==> src/gpio_pwm_pkg.sv <==
// Purpose: Shared constants and carriers for the GPIO/PWM command port
// Assumes: 100 MHz reference clock
// Notes: Command and reply packets travel as packed structs
`default_nettype none
package gpio_pwm_pkg;

  // ==========================================================
  // Pin counts and command codes
  localparam int NUM_GPIO = 5;
  localparam int NUM_PINS = 13;
  localparam logic [7:0] LAST_PIN = 8'h0C;
  localparam logic [7:0] CMD_STORE_BOOT = 8'h04;
  localparam logic [7:0] CMD_SET_PIN = 8'h22;
  localparam logic [7:0] CMD_READ_PIN = 8'h23;
  localparam logic [7:0] REPLY_FLAG = 8'h40;
  localparam logic [7:0] LEN_ZERO = 8'h00;
  localparam logic [7:0] LEN_QUERY = 8'h01;
  localparam logic [7:0] LEN_VALUE = 8'h02;
  localparam logic [7:0] LEN_CONFIG = 8'h03;
  localparam logic [7:0] LEN_REPLY = 8'h04;
  localparam logic [6:0] LEVEL_HIGH = 7'h64;

  // ==========================================================
  // Field positions
  localparam int CFG_FUNC_BIT = 3;
  localparam int STATE_LEVEL_BIT = 0;
  localparam int STATE_FALL_BIT = 1;
  localparam int STATE_RISE_BIT = 2;

  // ==========================================================
  // Drive mode codes
  localparam logic [2:0] DM_UP_PULLDN = 3'h0;
  localparam logic [2:0] DM_STRONG = 3'h1;
  localparam logic [2:0] DM_HIZ = 3'h2;
  localparam logic [2:0] DM_PULLUP_DN = 3'h3;
  localparam logic [2:0] DM_SLOW_UP = 3'h4;
  localparam logic [2:0] DM_SLOW_BOTH = 3'h5;
  localparam logic [2:0] DM_HIZ_SLOWDN = 3'h7;

  // ==========================================================
  // Timing
  localparam int CLK_HZ = 100_000_000;
  localparam int PWM_HZ = 100;
  localparam int PWM_STEPS = 100;
  localparam int SAMPLE_HZ = 32;
  localparam int PWM_STEP_CYCLES = CLK_HZ / (PWM_HZ * PWM_STEPS);
  localparam int SAMPLE_CYCLES = CLK_HZ / SAMPLE_HZ;

  // ==========================================================
  // Reset values: factory defaults for ATX and one-wire use
  localparam logic [NUM_PINS-1:0][3:0] CFG_RESET = {
    {8{4'h1}}, 4'h3, 4'h2, 4'h2, 4'h3, 4'h2};
  localparam logic [6:0] LEVEL_RESET = 7'h00;

  // ==========================================================
  // Carriers
  typedef struct packed {
    logic [7:0] code;
    logic [7:0] len;
    logic [7:0] d0;
    logic [7:0] d1;
    logic [7:0] d2;
  } cmd_t;

  typedef struct packed {
    logic [7:0] code;
    logic [7:0] len;
    logic [7:0] d0;
    logic [7:0] d1;
    logic [7:0] d2;
    logic [7:0] d3;
  } reply_t;

  typedef struct packed {
    logic oe;
    logic out;
    logic pull_up;
    logic pull_dn;
    logic slow;
  } pad_t;

  typedef struct packed {
    logic [NUM_PINS-1:0][6:0] level;
    logic [NUM_PINS-1:0][3:0] cfg;
  } boot_t;

endpackage

`default_nettype wire

==> src/gpio_pwm_command_port.sv <==
// Purpose: Thirteen-pin GPIO/LED port driven by command packets
// Assumes: packets arrive decoded, one per cmd_valid pulse
// Notes: pin inputs are synchronised before sampling
`timescale 1ns/10ps
`default_nettype none

module gpio_pwm_command_port
  import gpio_pwm_pkg::*;
#(
  parameter int STEP_CYCLES = gpio_pwm_pkg::PWM_STEP_CYCLES,
  parameter int SAMPLE_PERIOD = gpio_pwm_pkg::SAMPLE_CYCLES
) (
  input wire logic ref_clk,
  input wire logic reset_n,
  input wire logic cmd_valid,
  input wire gpio_pwm_pkg::cmd_t cmd,
  output var gpio_pwm_pkg::reply_t reply,
  output logic reply_valid,
  input wire logic [gpio_pwm_pkg::NUM_GPIO-1:0] gpio_in,
  output var gpio_pwm_pkg::pad_t [gpio_pwm_pkg::NUM_GPIO-1:0] gpio_pad,
  output var gpio_pwm_pkg::pad_t [7:0] output_only_pin,
  input wire logic [gpio_pwm_pkg::NUM_GPIO-1:0] default_level,
  output logic [gpio_pwm_pkg::NUM_GPIO-1:0] default_sensed,
  output logic host_power_sensed,
  output logic one_wire_sensor_line,
  input wire logic boot_restore,
  input wire gpio_pwm_pkg::boot_t boot_image_in,
  output var gpio_pwm_pkg::boot_t boot_image,
  output logic boot_store
);
  import gpio_pwm_pkg::*;

  // ==========================================================
  // State
  typedef struct packed {
    logic [NUM_GPIO-1:0] sync1;
    logic [NUM_GPIO-1:0] sync2;
    logic [NUM_GPIO-1:0] sampled;
    logic [NUM_GPIO-1:0] rise;
    logic [NUM_GPIO-1:0] fall;
    logic [23:0] step_cnt;
    logic [6:0] phase;
    logic [23:0] sample_cnt;
    boot_t pins;
    pad_t [NUM_PINS-1:0] pad;
    reply_t reply;
    logic reply_valid;
    boot_t image;
    logic store;
  } state_t;

  state_t st;
  state_t next_st;

  // ==========================================================
  // Decoding helpers
  function automatic logic pin_ok(input logic [7:0] idx);
    pin_ok = (idx <= LAST_PIN);
  endfunction

  function automatic logic is_gpio(input logic [7:0] idx);
    is_gpio = (idx < 8'(NUM_GPIO));
  endfunction

  // Maps drive mode and wanted level onto pad controls
  function automatic pad_t drive(input logic [2:0] mode,
                                 input logic lvl);
    pad_t p;
    p = '0;
    p.out = lvl;
    // Pulls act only where the mode leaves a level undriven
    unique case (mode)
      DM_UP_PULLDN: begin
        p.oe = lvl;
        p.pull_dn = !lvl;
      end
      DM_STRONG: p.oe = 1'b1;
      DM_HIZ: p.oe = 1'b0;
      DM_PULLUP_DN: begin
        p.oe = !lvl;
        p.pull_up = lvl;
      end
      DM_SLOW_UP: begin
        p.oe = lvl;
        p.slow = 1'b1;
      end
      DM_SLOW_BOTH: begin
        p.oe = 1'b1;
        p.slow = 1'b1;
      end
      DM_HIZ_SLOWDN: begin
        p.oe = !lvl;
        p.slow = 1'b1;
      end
      // Reserved 110 is never sent; float the pin to be safe
      default: p.oe = 1'b0;
    endcase
    drive = p;
  endfunction

  // ==========================================================
  // Next state
  always_comb begin
    logic [7:0] idx;
    logic [3:0] idx4;
    logic [2:0] gpio_idx;
    logic [NUM_PINS-1:0] owner_lvl;
    logic step_tick;
    logic sample_tick;
    logic set_ok;
    logic read_ok;
    logic lvl;
    logic [NUM_GPIO-1:0] clr;
    idx = cmd.d0;
    idx4 = cmd.d0[3:0];
    gpio_idx = cmd.d0[2:0];
    owner_lvl = NUM_PINS'(default_level);
    step_tick = 1'b0;
    sample_tick = 1'b0;
    set_ok = 1'b0;
    read_ok = 1'b0;
    lvl = 1'b0;
    clr = '0;
    next_st = st;
    next_st.reply_valid = 1'b0;
    next_st.store = 1'b0;

    // Input synchroniser; only sync2 feeds logic
    next_st.sync1 = gpio_in;
    next_st.sync2 = st.sync1;

    // PWM step timer; 100 steps make one 10 ms period
    if (st.step_cnt == 24'(STEP_CYCLES - 1)) begin
      next_st.step_cnt = '0;
      step_tick = 1'b1;
    end else begin
      next_st.step_cnt = st.step_cnt + 24'h000001;
    end
    if (step_tick) begin
      if (st.phase == 7'(PWM_STEPS - 1)) begin
        next_st.phase = '0;
      end else begin
        next_st.phase = st.phase + 7'h01;
      end
    end

    // Slow sampling doubles as the debounce filter
    // Free-running sampler, never aligned to queries
    if (st.sample_cnt == 24'(SAMPLE_PERIOD - 1)) begin
      next_st.sample_cnt = '0;
      sample_tick = 1'b1;
    end else begin
      next_st.sample_cnt = st.sample_cnt + 24'h000001;
    end

    // ==========================================================
    // Command decode; refused packets give no reply, change nothing
    if (cmd_valid) begin
      unique case (cmd.code)
        CMD_SET_PIN: begin
          set_ok = pin_ok(idx) && cmd.d1 <= 8'(LEVEL_HIGH)
                   && (cmd.len == LEN_VALUE
                       || cmd.len == LEN_CONFIG);
          if (set_ok) begin
            next_st.pins.level[idx4] = cmd.d1[6:0];
            if (cmd.len == LEN_CONFIG) begin
              next_st.pins.cfg[idx4] = {
                cmd.d2[CFG_FUNC_BIT] & is_gpio(idx),
                cmd.d2[2:0]};
            end
            next_st.reply = '0;
            next_st.reply.code = CMD_SET_PIN | REPLY_FLAG;
            next_st.reply.len = LEN_ZERO;
            next_st.reply_valid = 1'b1;
          end
        end
        CMD_READ_PIN: begin
          read_ok = pin_ok(idx) && cmd.len == LEN_QUERY;
          if (read_ok) begin
            next_st.reply.code = CMD_READ_PIN | REPLY_FLAG;
            next_st.reply.len = LEN_REPLY;
            next_st.reply.d0 = idx;
            next_st.reply.d1 = '0;
            if (is_gpio(idx)) begin
              next_st.reply.d1[STATE_LEVEL_BIT] =
                st.sampled[gpio_idx];
              next_st.reply.d1[STATE_FALL_BIT] = st.fall[gpio_idx];
              next_st.reply.d1[STATE_RISE_BIT] = st.rise[gpio_idx];
              // Flags leave in this reply and clear behind it
              clr[gpio_idx] = 1'b1;
            end
            next_st.reply.d2 = {1'b0, st.pins.level[idx4]};
            next_st.reply.d3 = {4'h0, st.pins.cfg[idx4]};
            next_st.reply_valid = 1'b1;
          end
        end
        CMD_STORE_BOOT: begin
          next_st.image = st.pins;
          next_st.store = 1'b1;
          next_st.reply = '0;
          next_st.reply.code = CMD_STORE_BOOT | REPLY_FLAG;
          next_st.reply.len = LEN_ZERO;
          next_st.reply_valid = 1'b1;
        end
        default: ;
      endcase
    end

    // Saved image reloaded once the store is read back at power-up
    if (boot_restore) begin
      next_st.pins = boot_image_in;
      // A stale image must not hand LED pins a function flag
      for (int i = NUM_GPIO; i < NUM_PINS; i++) begin
        next_st.pins.cfg[i][CFG_FUNC_BIT] = 1'b0;
      end
    end

    // ==========================================================
    // Sampling and edge latches; a new edge beats a clear
    if (sample_tick) begin
      next_st.sampled = st.sync2;
    end
    for (int i = 0; i < NUM_GPIO; i++) begin
      next_st.rise[i] = (st.rise[i] & !clr[i])
        | (sample_tick & st.sync2[i] & !st.sampled[i]);
      next_st.fall[i] = (st.fall[i] & !clr[i])
        | (sample_tick & !st.sync2[i] & st.sampled[i]);
    end

    // ==========================================================
    // Pad drive; duty compares against the step phase
    for (int i = 0; i < NUM_PINS; i++) begin
      if (st.pins.level[i] >= LEVEL_HIGH) begin
        lvl = 1'b1;
      end else begin
        lvl = st.phase < st.pins.level[i];
      end
      // Default owner supplies level, drive mode still applies
      if (i < NUM_GPIO && !st.pins.cfg[i][CFG_FUNC_BIT]) begin
        lvl = owner_lvl[i];
      end
      next_st.pad[i] = drive(st.pins.cfg[i][2:0], lvl);
    end
  end

  // ==========================================================
  // Registers
  // Only pin configs reset to non-zero; levels and all else start cleared
  always_ff @(posedge ref_clk or negedge reset_n) begin
    if (!reset_n) begin
      st <= '0;
      st.pins.cfg <= CFG_RESET;
      st.pins.level <= {NUM_PINS{LEVEL_RESET}};
    end else begin
      st <= next_st;
    end
  end

  // ==========================================================
  // Outputs, all straight from flops
  always_comb begin
    reply = st.reply;
    reply_valid = st.reply_valid;
    boot_image = st.image;
    boot_store = st.store;
    default_sensed = st.sampled;
    host_power_sensed = st.sampled[1];
    one_wire_sensor_line = st.sampled[4];
    for (int i = 0; i < NUM_GPIO; i++) begin
      gpio_pad[i] = st.pad[i];
    end
    // LED pads sit above the GPIO pads in the pad array
    for (int i = 0; i < 8; i++) begin
      output_only_pin[i] = st.pad[i + NUM_GPIO];
    end
  end

endmodule // gpio_pwm_command_port

`default_nettype wire

==> config.mk <==
export PLATFORM = sky130hd
export DESIGN_NAME = gpio_pwm_command_port
export DESIGN_NICKNAME = d
export VERILOG_FILES = /design/src/gpio_pwm_pkg.sv /design/src/gpio_pwm_command_port.sv
export SDC_FILE = /design/constraint.sdc
export NUM_CORES = 1
export LEC_CHECK = 0
export BUFFER_PORTS_ARGS = -buffer_cell sky130_fd_sc_hd__buf_4
export CAP_MARGIN = 20
export CORE_MARGIN = 2
export CORE_UTILIZATION = 50
export CTS_CLUSTER_SIZE = 16
export DETAILED_ROUTE_END_ITERATION = 10
export GPL_TIMING_DRIVEN = 1
export PLACE_DENSITY = 0.77
export SLEW_MARGIN = 20
export SYNTH_ARGS = -nofsm -noshare
export SYNTH_HDL_FRONTEND = slang
export SYNTH_SLANG_ARGS = --single-unit
==> constraint.sdc <==
create_clock -name ref_clk -period 1.9 [get_ports ref_clk]
set_clock_uncertainty 0.05 [all_clocks]
set_input_delay 0.19 -clock ref_clk [delete_from_list [all_inputs] [get_ports ref_clk]]
set_output_delay 0.19 -clock ref_clk [all_outputs]
set_load 0.05 [all_outputs]
# Word-level counts from Yosys, hierarchy flattened
# Index checks and enable logic that the tools add are counted.
# Widths: inputs -> output; s select.
# word_totals
ff_bits	481
latch_bits	0
ramBits	0
romBits	0
input_bits	197
output_inout_bits	265
elab_cells	502
mem_count	0
# op_classes
addsub	3
mul	0
n_div	0
n_lt_le_gt_ge	33
n_eq_ne	76
shifts	0
mux	108
bitwise_logic	41
reduce_logical	108
# op_table
operator	count
$mux 143	4
$pmux 49 s3	1
$mux 145	1
$mux 144	1
$eq 3x3->1 const B	39
$mux 49	2
$bwmux 91	1
$ge 7x7->1 const B	13
$lt 7x7->1	13
$reduce_or 2->1	39
$mux 1	63
$bwmux 52	1
$mux 52	1
$add 24x1->24 const B	2
$mux 24	2
$eq 3x1->1 const B	13
$eq 3x2->1 const B	13
$logic_not 3->1	13
$pmux 1 s3	13
$reduce_or 3->1	13
$and 1x1->1	31
$bmux 7 s4	1
$demux 7 s4	1
$logic_not 1->1	28
32 further kinds	60

# Longest topological paths before layout
# Gate-level depths: netlist of run 1.
# depth
depth_word	11
depth_mapped	8
mapped_depth_nobuf	8

# Least setup slack after synthesis of run 1
# No wires, ideal clock.
# synth_timing
path_type	in2reg
start	input cmd[27] in the netlist's numbering
end	register st[269] in the netlist's numbering
setup_ns	0.125
t_arrival_ns	1.993
t_required_ns	1.725
slack_ns	-0.268
stages	6
n_path_buf	0
cell_sequence	nor4_1 > o2111ai_2 > nor4_4 > nand3_1 > mux2i_1 > mux2_2
# synth_via
elab_chain_cells	5
word_cells_on_any_way	7
classes_between	2 x eq/ne; 5 x reduce/logical
# synth_lines
item	line_no	rtl
start, declared	gpio_pwm_command_port.sv:16	input wire gpio_pwm_pkg::cmd_t cmd,
$eq 8x2->1, on equally long branches	gpio_pwm_command_port.sv:162, gpio_pwm_command_port.sv:163, gpio_pwm_command_port.sv:166	
$logic_or 1x1->1	gpio_pwm_command_port.sv:163	|| cmd.len == LEN_CONFIG);
$logic_and 1x1->1	gpio_pwm_command_port.sv:162	&& (cmd.len == LEN_VALUE
$reduce_bool 2->1 (no line)	-	
$reduce_and 4->1 (no line) (*)	-	
end signal, assigned	gpio_pwm_command_port.sv:255	st <= next_st;
end, declared	gpio_pwm_command_port.sv:52	state_t st;
# Mark *: on every way between the ends. The rest lies on a longest branch, timed or not.
# A chain may end at the register's enable or synchronous reset.

==> flow_metrics.env, run 1 <==
export IMPL_crit_path_cell_trace="buf_6, buf_6, ha_4, nand2_2, o21ai_2, a21oi_2, o21ai_1, o211ai_1, buf_4, mux2i_1"
export IMPL_fill_cells=3319
export IMPL_coreArea_um2=47400
export IMPL_worstHoldPathType="in2async"
export IMPL_dpl_hpwl_mm=59.3
export IMPL_slew_viol_final=0
export IMPL_ant_nets=0
export IMPL_instances_no_fill=3625
export IMPL_violations="negative setup slack"
export IMPL_maxCapViolCount=0
export IMPL_syn_avg_cell_area_um2=9.89
export IMPL_rows=80
export IMPL_yosys_area_share_simple_pct=14.7
export IMPL_ir_drop_v=0.000662
export IMPL_grt_max_degree=157
export IMPL_setup_slack_ns=-0.278
export IMPL_netlist_area_um2=23900
export IMPL_max_slew_margin_pct=48.7
export IMPL_ios=462
export IMPL_cts_buffers=49
export IMPL_ys_warn_count=0
export IMPL_drt_wl_total_mm=86.1
export IMPL_drive_gt1_share_pct=33.0
export IMPL_finalCritPeriodShare_pct=115
export IMPL_port_buffers=429
export IMPL_cp_common_cell="buf_6"
export IMPL_syn_inst=2416
export IMPL_ys_seq_area_share_pct=48.2
export IMPL_die_x_um=223
export IMPL_layout_min_cycle_time_ns=2.18
export IMPL_tns_ns=-7.34
export IMPL_diodes=0
export IMPL_synth_top_family_by_area="simple AND/OR/NAND/NOR gates"
export IMPL_start_util_pct=50.4
export IMPL_syn_to_final_growth_pct=35.8
export IMPL_critPathKind="reg2reg"
export IMPL_clockRootBuffer="clkbuf_16"
export IMPL_via_per_inst=5.79
export IMPL_crit_path_max_incr_delay_ns=0.44
export IMPL_drtPass1Iterations=7
export IMPL_grt_pass1_wl_mm=127
export IMPL_antenna_found_initial=0
export IMPL_synth_edf_count=0
export IMPL_total_power_mw=25.7
export IMPL_powerDensity_nw_per_um2=792
export IMPL_ctsHtreeMaxLevel=2
export IMPL_cp_end_kind="register"
export IMPL_tightest_slew_ns=0.769
export IMPL_grtUsageTotal_pct=33.7
export IMPL_postPlaceCellArea_um2=27900
export IMPL_hold_slack_ns=0.0450
export IMPL_synthArstFlopShare_pct=100
export IMPL_worstSkewPairLatency_ns=0.61
export IMPL_run_status="finished, violations left"
export IMPL_ys_top_cells_by_area="dfrtp_1, buf_4, nand2_1"
export IMPL_multi_input_comb_area_um2=10600
export IMPL_cts_sinks=459
export IMPL_grt_pass1_vias=21600
export IMPL_clkTransAtPathRegs_ns=0.06
export IMPL_finalInstanceArea_um2=32400
export IMPL_synth_top_area_cell="dfrtp_1"
export IMPL_synth_compound_area_share_pct=9.91
export IMPL_crit_fanout=5
export IMPL_ys_types=69
export IMPL_netlist_area_leader_share_pct=46.5
export IMPL_vias=21000
export IMPL_register_area_um2=11500
export IMPL_muxShareOfSynthArea_pct=9.68
export IMPL_mostFrequentLayoutCells="buf_4, nand2_1, dfrtp_1"
export IMPL_yosys_area_share_xor_xnor_pct=1.58
export IMPL_drc_errors=0
export IMPL_drt_iter0_markers=2351
export IMPL_globalplace_congestion=0.950
export IMPL_nets=3247
export IMPL_rsz0062_at_grt="yes"
export IMPL_synth_flop_cell="dfrtp_1"
export IMPL_fmax_mhz=459
export IMPL_leakage_nw=16.5
export IMPL_critical_path_slowest_cell="dfrtp_2"
export IMPL_setup_viol=58
export IMPL_grt_overflow_total=0
export IMPL_cts_tree="yes"
export IMPL_die_area_um2=49500
export IMPL_hold_violations=0
export IMPL_post_place_cells=3342
export IMPL_die_y_um=223
export IMPL_cp_arrival_ns=2.64
export IMPL_ys_ff_latch=459
export IMPL_required_ns=2.37
export IMPL_clockBufferDepth=3
export IMPL_wl_per_cell_um=23.7
export IMPL_synth_fa_ha_area_share_pct=4.24
export IMPL_final_common_cell="buf_4"
export IMPL_start_kind="register"
cell type report:
class	instances	area share (%)
clock inverters	25	1.17
flip-flops and latches	459	35.5
well taps	615	2.37
repair buffers	850	23.0
inverters	105	1.21
clock buffers	67	4.26
multi-input cells	1504	32.5
cells in the mapped netlist, drive strengths merged (9+ instances only):
cell     count
o21ai      279
nor4        24
nand3b      14
nor2b       14
a2111oi      9
nand4       20
mux2i      149
dfrtp      444
and4b       13
and3b        9
nand3       49
a21oi       39
dfstp       15
a222oi       9
o311ai      12
mux2        29
a21boi      13
xnor2       27
a211oi      11
nand2      495
nor3        18
inv        102
nor2        65
o211ai      12
mux4        22
ha          81
clkbuf      91
xor2        16
buf        276
and3        11
final timing paths:
check / start / end / depth (start not counted) / slack, ns
max: st[427] / output_only_pin[39] / 10 / -0.28
min reg2reg: next_st[471] / st[471] / 0 / 0.30
min in group ref_clk: cmd[38] / reply[31] / 5 / 0.05
max in group asynchronous: reset_n / st[262] / 3 / 0.92
min: reset_n / boot_image[24] / 2 / 0.05
max reg2reg: st[427] / output_only_pin[39] / 10 / -0.28
sequential cells by signal, summed over array words and instances, names as in the netlist:
signal           flops
reply_valid          1
output_only_pin     40
gpio_pad            25
reply               26
st                 213
boot_image         143
next_st              5
boot_store           1
default_sensed       5
metal layers:
metal	share of wire [%]	track usage, %	wire length [um]	up-vias
met5	0	0	0	-
met4	5.9	18.5	5080	0
met3	8.6	5.94	7420	307
met2	49	56.9	41900	1308
met1	37	41.0	31700	10300
li1	-	-	-	9093
cells by family (layout without fill, tap and decap cells):
logic type,count (synthesis),after routing
DFF,459,459
buffers and inverters,472,1047
other,1,20
adders and majority gates,81,81
muxes,200,200
AOI/OAI and AO/OA,409,409
and+or+nand+nor,751,751
xor gates and xnor gates,43,43
critical path, delay by kind of cell, from the launching register on:
kind | cells | cell delay, ns
adders and majority gates | 1 | 0.27
AOI/OAI and AO/OA | 4 | 0.57
DFF | 1 | 0.44
and+or+nand+nor | 1 | 0.06
buffers and inverters | 3 | 0.50
muxes | 1 | 0.20
power by group:
group | switching, mW | internal (mW)
Combinational | 2.69 | 1.74
Clock | 4.26 | 6.23
Sequential | 0.481 | 10.3
through the flow:
stage / util [%] / setup WS (ns)
floorplan: - / -0.227
global placement: 58.8 / -0.370
detailed placement: 58.8 / -0.369
CTS: 67.0 / -0.246
global route: 68.4 / -0.359
finish: 68.4 / -0.278
timing repair:
action / in CTS / in global routing
gates cloned: 1 / 3
pin swaps: 31 / 39
hold buffers: 158 / 0
setup buffers: 13 / 18
setup endpoints to repair: 59 / 107
hold endpoints to repair: 594 / 0
resized for setup: 85 / 97
No activity file was read; power rests on OpenSTA's default activity.
==> run 2, diff against run 1 <==
--- a/config.mk
+++ b/config.mk
@@ -13,6 +13,7 @@
 export DETAILED_ROUTE_END_ITERATION = 10
 export GPL_TIMING_DRIVEN = 1
 export PLACE_DENSITY = 0.77
+export RECOVER_POWER = 25
 export SLEW_MARGIN = 20
 export SYNTH_ARGS = -nofsm -noshare
 export SYNTH_HDL_FRONTEND = slang
==> flow_metrics.env, run 2 (synthesized netlist as in run 1, its figures left out) <==
export IMPL_run_status="finished, violations left"
export IMPL_violations="negative setup slack"
export IMPL_powerDensity_nw_per_um2=793
export IMPL_start_util_pct=50.4
export IMPL_fin_util_pct=68.2
export IMPL_ir_drop_v=0.000663
export IMPL_grt_overflow_total=0
export IMPL_grt_max_degree=157
export IMPL_critPathKind="reg2reg"
export IMPL_die_area_um2=49500
export IMPL_cts_sinks=459
export IMPL_maxCapViolCount=0
export IMPL_required_ns=2.36
export IMPL_critPathBufInv=2
export IMPL_crit_fanout=4
export IMPL_clockRootBuffer="clkbuf_16"
export IMPL_total_power_mw=25.7
export IMPL_max_slew_margin_pct=1.98
export IMPL_worstSkewPairLatency_ns=0.61
export IMPL_fill_cells=3331
export IMPL_final_common_cell="buf_4"
export IMPL_critical_path_slowest_cell="dfrtp_1"
export IMPL_largest_reg_flops=213
export IMPL_drive_gt1_share_pct=32.9
export IMPL_setup_viol=57
export IMPL_ctsHtreeMaxLevel=2
export IMPL_setup_slack_ns=-0.284
export IMPL_nets=3247
export IMPL_antenna_found_initial=0
export IMPL_cp_end_kind="register"
export IMPL_slew_viol_final=0
export IMPL_largest_register="st"
export IMPL_dpl_hpwl_mm=59.3
export IMPL_layout_min_cycle_time_ns=2.18
export IMPL_cp_arrival_ns=2.65
export IMPL_globalplace_congestion=0.950
export IMPL_die_y_um=223
export IMPL_start_kind="register"
export IMPL_drtPass1Iterations=7
export IMPL_clockBufferDepth=3
export IMPL_hold_path_depth=5
export IMPL_port_buffers=429
export IMPL_grt_pass1_vias=21600
export IMPL_crit_path_max_incr_delay_ns=0.37
export IMPL_drt_wl_total_mm=86.1
export IMPL_instances_no_fill=3625
export IMPL_coreArea_um2=47400
export IMPL_mostFrequentLayoutCells="buf_4, nand2_1, dfrtp_1"
export IMPL_ant_nets=0
export IMPL_path_delay_family="compound AO/OA/AOI/OAI gates"
export IMPL_clkTransAtPathRegs_ns=0.06
export IMPL_vias=20900
export IMPL_via_per_inst=5.78
export IMPL_rows=80
export IMPL_crit_path_cell_trace="inv_1, ha_4, a21oi_1, nand2_1, a41o_1, a21oi_2, o22a_1, buf_12, mux2i_1"
export IMPL_drt_iter0_markers=2366
export IMPL_die_x_um=223
export IMPL_ios=462
export IMPL_hold_violations=0
export IMPL_tightest_slew_ns=1.47
export IMPL_grt_pass1_wl_mm=127
export IMPL_hold_slack_ns=0.0446
export IMPL_syn_to_final_growth_pct=35.5
export IMPL_rsz0062_at_grt="yes"
export IMPL_fmax_mhz=458
export IMPL_cts_tree="yes"
export IMPL_post_place_cells=3342
export IMPL_cp_depth=9
export IMPL_postPlaceCellArea_um2=27900
export IMPL_diodes=0
export IMPL_hp_start="cmd[38]"
export IMPL_reg2reg_from="st[336]"
export IMPL_r2r_cells=9
export IMPL_finalCritPeriodShare_pct=115
export IMPL_drc_errors=0
export IMPL_leakage_nw=16.4
export IMPL_finalInstanceArea_um2=32400
export IMPL_grtUsageTotal_pct=33.7
export IMPL_worstHoldPathType="in2reg"
export IMPL_wl_per_cell_um=23.7
export IMPL_cp_startpoint="st[336]"
export IMPL_cts_buffers=49
==> run 2: changes by cell type in the layout (fill, tap and decap cells not counted), moves of 2 or more <==
cell	before	now
buf_4	632	617
clkbuf_2	0	7
clkbuf_4	0	7
buf_12	38	34
buf_6	13	15
clkbuf_1	9	11
==> run 2: worst paths after layout <==
| kind | to | slack, ns |
|---|---|---|
| worst max-delay path | gpio_pad[19] | -0.28 |
| worst min-delay path | reply[31] | 0.04 |
| worst max register to register | gpio_pad[19] | -0.28 |
| worst min register to register | st[471] | 0.30 |
| max in group asynchronous | st[290] | 0.16 |
| min in group asynchronous | boot_image[24] | 0.42 |
==> run 2: area by class of cell <==
type | count | area, um^2 | area share [%]
inverters | 105 | 394 | 1.22
well taps | 615 | 769 | 2.38
clock buffers | 67 | 1380 | 4.27
repair buffers | 850 | 7390 | 22.8
clock inverters | 25 | 379 | 1.17
flip-flops and latches | 459 | 11500 | 35.6
multi-input cells | 1504 | 10600 | 32.6
==> run 2: repair_timing <==
action	CTS	global route
pin swaps	31	39
endpoints found under the hold margin	594	0
hold buffers	158	0
setup endpoints to repair	59	107
cloned	1	3
buffers inserted	13	18
gates resized for setup	85	97
==> run 2: worst min-delay path, cell delays in order <==
cell	delay [ns]
buf_4	0.09
nor4_4	0.03
buf_4	0.15
nand2_1	0.07
o31a_1	0.13
==> run 2: metal layers <==
metal	vias up	part of all wire [%]	wire, um	GRT usage, %
met5	-	0	0	0
met4	0	5.9	5060	18.5
met3	313	8.5	7310	5.94
met2	1226	49	41900	56.9
met1	10300	37	31800	41.0
li1	9099	-	-	-
==> run 2: report_power, final <==
part / internal, mW / switching [mW] / total [mW] / leakage [nW]
Combinational: 1.72 / 2.69 / 4.41 / 9.68
Sequential: 10.3 / 0.481 / 10.8 / 5.90
Clock: 6.23 / 4.26 / 10.5 / 0.847
Total: 18.2 / 7.43 / 25.7 / 16.4
==> run 2: per-stage QoR <==
| step | setup slack, ns | setup TNS, ns |
|---|---|---|
| 2_1_floorplan | -0.227 | -29.88 |
| 3_3_place_gp | -0.370 | -45.22 |
| 3_5_place_dp | -0.369 | -47.46 |
| 4_1_cts | -0.246 | -7.10 |
| 5_1_grt | -0.359 | -10.72 |
| 6_report | -0.284 | -7.36 |
==> run 3, diff against run 2 <==
--- a/config.mk
+++ b/config.mk
@@ -7,12 +7,14 @@
 export LEC_CHECK = 0
 export BUFFER_PORTS_ARGS = -buffer_cell sky130_fd_sc_hd__buf_4
 export CAP_MARGIN = 20
+export CELL_PAD_IN_SITES_DETAIL_PLACEMENT = 1
+export CELL_PAD_IN_SITES_GLOBAL_PLACEMENT = 1
 export CORE_MARGIN = 2
-export CORE_UTILIZATION = 50
+export CORE_UTILIZATION = 39
 export CTS_CLUSTER_SIZE = 16
 export DETAILED_ROUTE_END_ITERATION = 10
 export GPL_TIMING_DRIVEN = 1
-export PLACE_DENSITY = 0.77
+export PLACE_DENSITY = 0.78
 export RECOVER_POWER = 25
 export SLEW_MARGIN = 20
 export SYNTH_ARGS = -nofsm -noshare
==> flow_metrics.env, run 3 (synthesized netlist as in run 1, its figures left out) <==
export IMPL_fmax_mhz=420
export IMPL_total_power_mw=26.4
export IMPL_drtPass1Iterations=6
export IMPL_dpl_hpwl_mm=68.3
export IMPL_coreArea_um2=60500
export IMPL_grtUsageTotal_pct=31.0
export IMPL_largest_reg_flops=213
export IMPL_grt_pass1_vias=23600
export IMPL_wl_met1_mm=38.4
export IMPL_ant_nets=0
export IMPL_dr_max_layer_used="met5"
export IMPL_clkTransAtPathRegs_ns=0.06
export IMPL_vias=21400
export IMPL_hold_path_depth=4
export IMPL_worstHoldPathType="in2reg"
export IMPL_wl_per_cell_um=26.4
export IMPL_ctsHtreeMaxLevel=2
export IMPL_die_y_um=251
export IMPL_die_area_um2=63200
export IMPL_worstSkewPairLatency_ns=0.63
export IMPL_tightest_slew_ns=1.38
export IMPL_critical_path_slowest_cell="dfrtp_2"
export IMPL_required_ns=2.35
export IMPL_leakage_nw=16.8
export IMPL_rsz0062_at_grt="yes"
export IMPL_cts_sinks=459
export IMPL_final_common_cell="buf_4"
export IMPL_met3_wirelength_mm=6.53
export IMPL_antenna_found_initial=2
export IMPL_slew_viol_final=0
export IMPL_globalplace_congestion=0.921
export IMPL_dr_wl_met2_mm=51.2
export IMPL_mostFrequentLayoutCells="buf_4, nand2_1, dfrtp_1"
export IMPL_maxCapViolCount=0
export IMPL_via_per_inst=5.56
export IMPL_setup_slack_ns=-0.480
export IMPL_ios=462
export IMPL_setup_viol=83
export IMPL_hold_violations=0
export IMPL_port_buffers=429
export IMPL_grt_max_degree=85
export IMPL_r2r_cells=10
export IMPL_layout_min_cycle_time_ns=2.38
export IMPL_grt_pass1_wl_mm=148
export IMPL_crit_path_cell_trace="buf_12, buf_6, ha_4, nand2_4, o21ai_2, a21oi_2, o21ai_1, o211ai_1, clkbuf_16, and4b_1"
export IMPL_drc_errors=0
export IMPL_largest_register="st"
export IMPL_nets=3289
export IMPL_drt_iter0_markers=1658
export IMPL_max_slew_margin_pct=8.27
export IMPL_drive_gt1_share_pct=34.4
export IMPL_run_status="finished, violations left"
export IMPL_clockRootBuffer="clkbuf_16"
export IMPL_rows=90
export IMPL_clockBufferDepth=3
export IMPL_crit_fanout=5
export IMPL_cts_buffers=53
export IMPL_tns_ns=-15.54
export IMPL_grt_overflow_total=0
export IMPL_cp_arrival_ns=2.83
export IMPL_crit_path_max_incr_delay_ns=0.48
export IMPL_syn_to_final_growth_pct=38.1
export IMPL_violations="negative setup slack"
export IMPL_cp_end_kind="register"
export IMPL_cts_tree="yes"
export IMPL_finalCritPeriodShare_pct=125
export IMPL_fin_util_pct=54.5
export IMPL_ir_drop_v=0.000611
export IMPL_drt_wl_total_mm=101
export IMPL_powerDensity_nw_per_um2=802
export IMPL_die_x_um=251
export IMPL_start_util_pct=39.5
export IMPL_critPathKind="reg2reg"
export IMPL_start_kind="register"
## run 3: cell types whose count changed in the layout (fill, tap and decap cells not counted), moves of 5 or more
cell / change
buf_4: +41
nand2_1: -6
buf_12: -6
o21ai_2: +5
o21ai_1: -6
clkbuf_16: +7
nand2_2: +5
clkinv_2: +11
## run 3: what timing repair did
action,4_1_cts,5_1_grt
hold buffers,154,0
endpoints found under the setup margin,68,96
cloned,0,2
gates resized for setup,121,95
pin swaps,47,53
setup buffers,16,24
hold endpoints to repair,593,0
## run 3: worst paths after layout
path                              start                   to  slack, ns
max                             st[427]  output_only_pin[22]      -0.48
min                              cmd[3]              st[269]       0.04
max reg2reg                     st[427]  output_only_pin[22]      -0.48
min reg2reg                next_st[471]              st[471]       0.29
max in group asynchronous       reset_n              st[267]       0.06
min in group asynchronous       reset_n       boot_image[77]       0.39
## run 3: worst max-delay path, delay by kind of cell, from the launching register on
family	cells	cell delay [ns]
compound gates	4	0.65
buf+inv	3	0.55
flops	1	0.48
fa+ha+maj	1	0.28
simple gates	2	0.24
## run 3: per-stage QoR
stage	hold WS (ns)	instance area, um^2	cells	setup WS (ns)
floorplan	-0.156	24000	2435	-0.227
global placement	0.0875	28300	3546	-0.425
detailed placement	0.0883	28300	3546	-0.527
CTS	0.0145	32500	3815	-0.341
global route	0.0286	33000	3839	-0.459
finish	0.0373	33000	3841	-0.480
## run 3: cell type report
| class | instances | area (um^2) |
|---|---|---|
| fill | 6488 | 27500 |
| timing repair buffer | 888 | 7600 |
| multi-input combinational | 1504 | 10600 |
| inverter | 105 | 394 |
| sequential | 459 | 11500 |
| antenna | 3 | 7.51 |
| clock buffer | 71 | 1540 |
| tap | 782 | 978 |
| clock inverter | 29 | 339 |
## run 3: layer usage
layer  vias to the layer above  track usage [%]
met4                         2             15.9
met5                         -                0
met2                       947             54.3
met3                       315             5.10
li1                       9173                -
met1                     10900             36.8
## run 3: where the power goes
group          internal [mW]  switching (mW)  leakage (nW)
Combinational           1.74            2.79          9.93
Sequential              10.3           0.525          5.89
Clock                   6.63            4.46         0.932
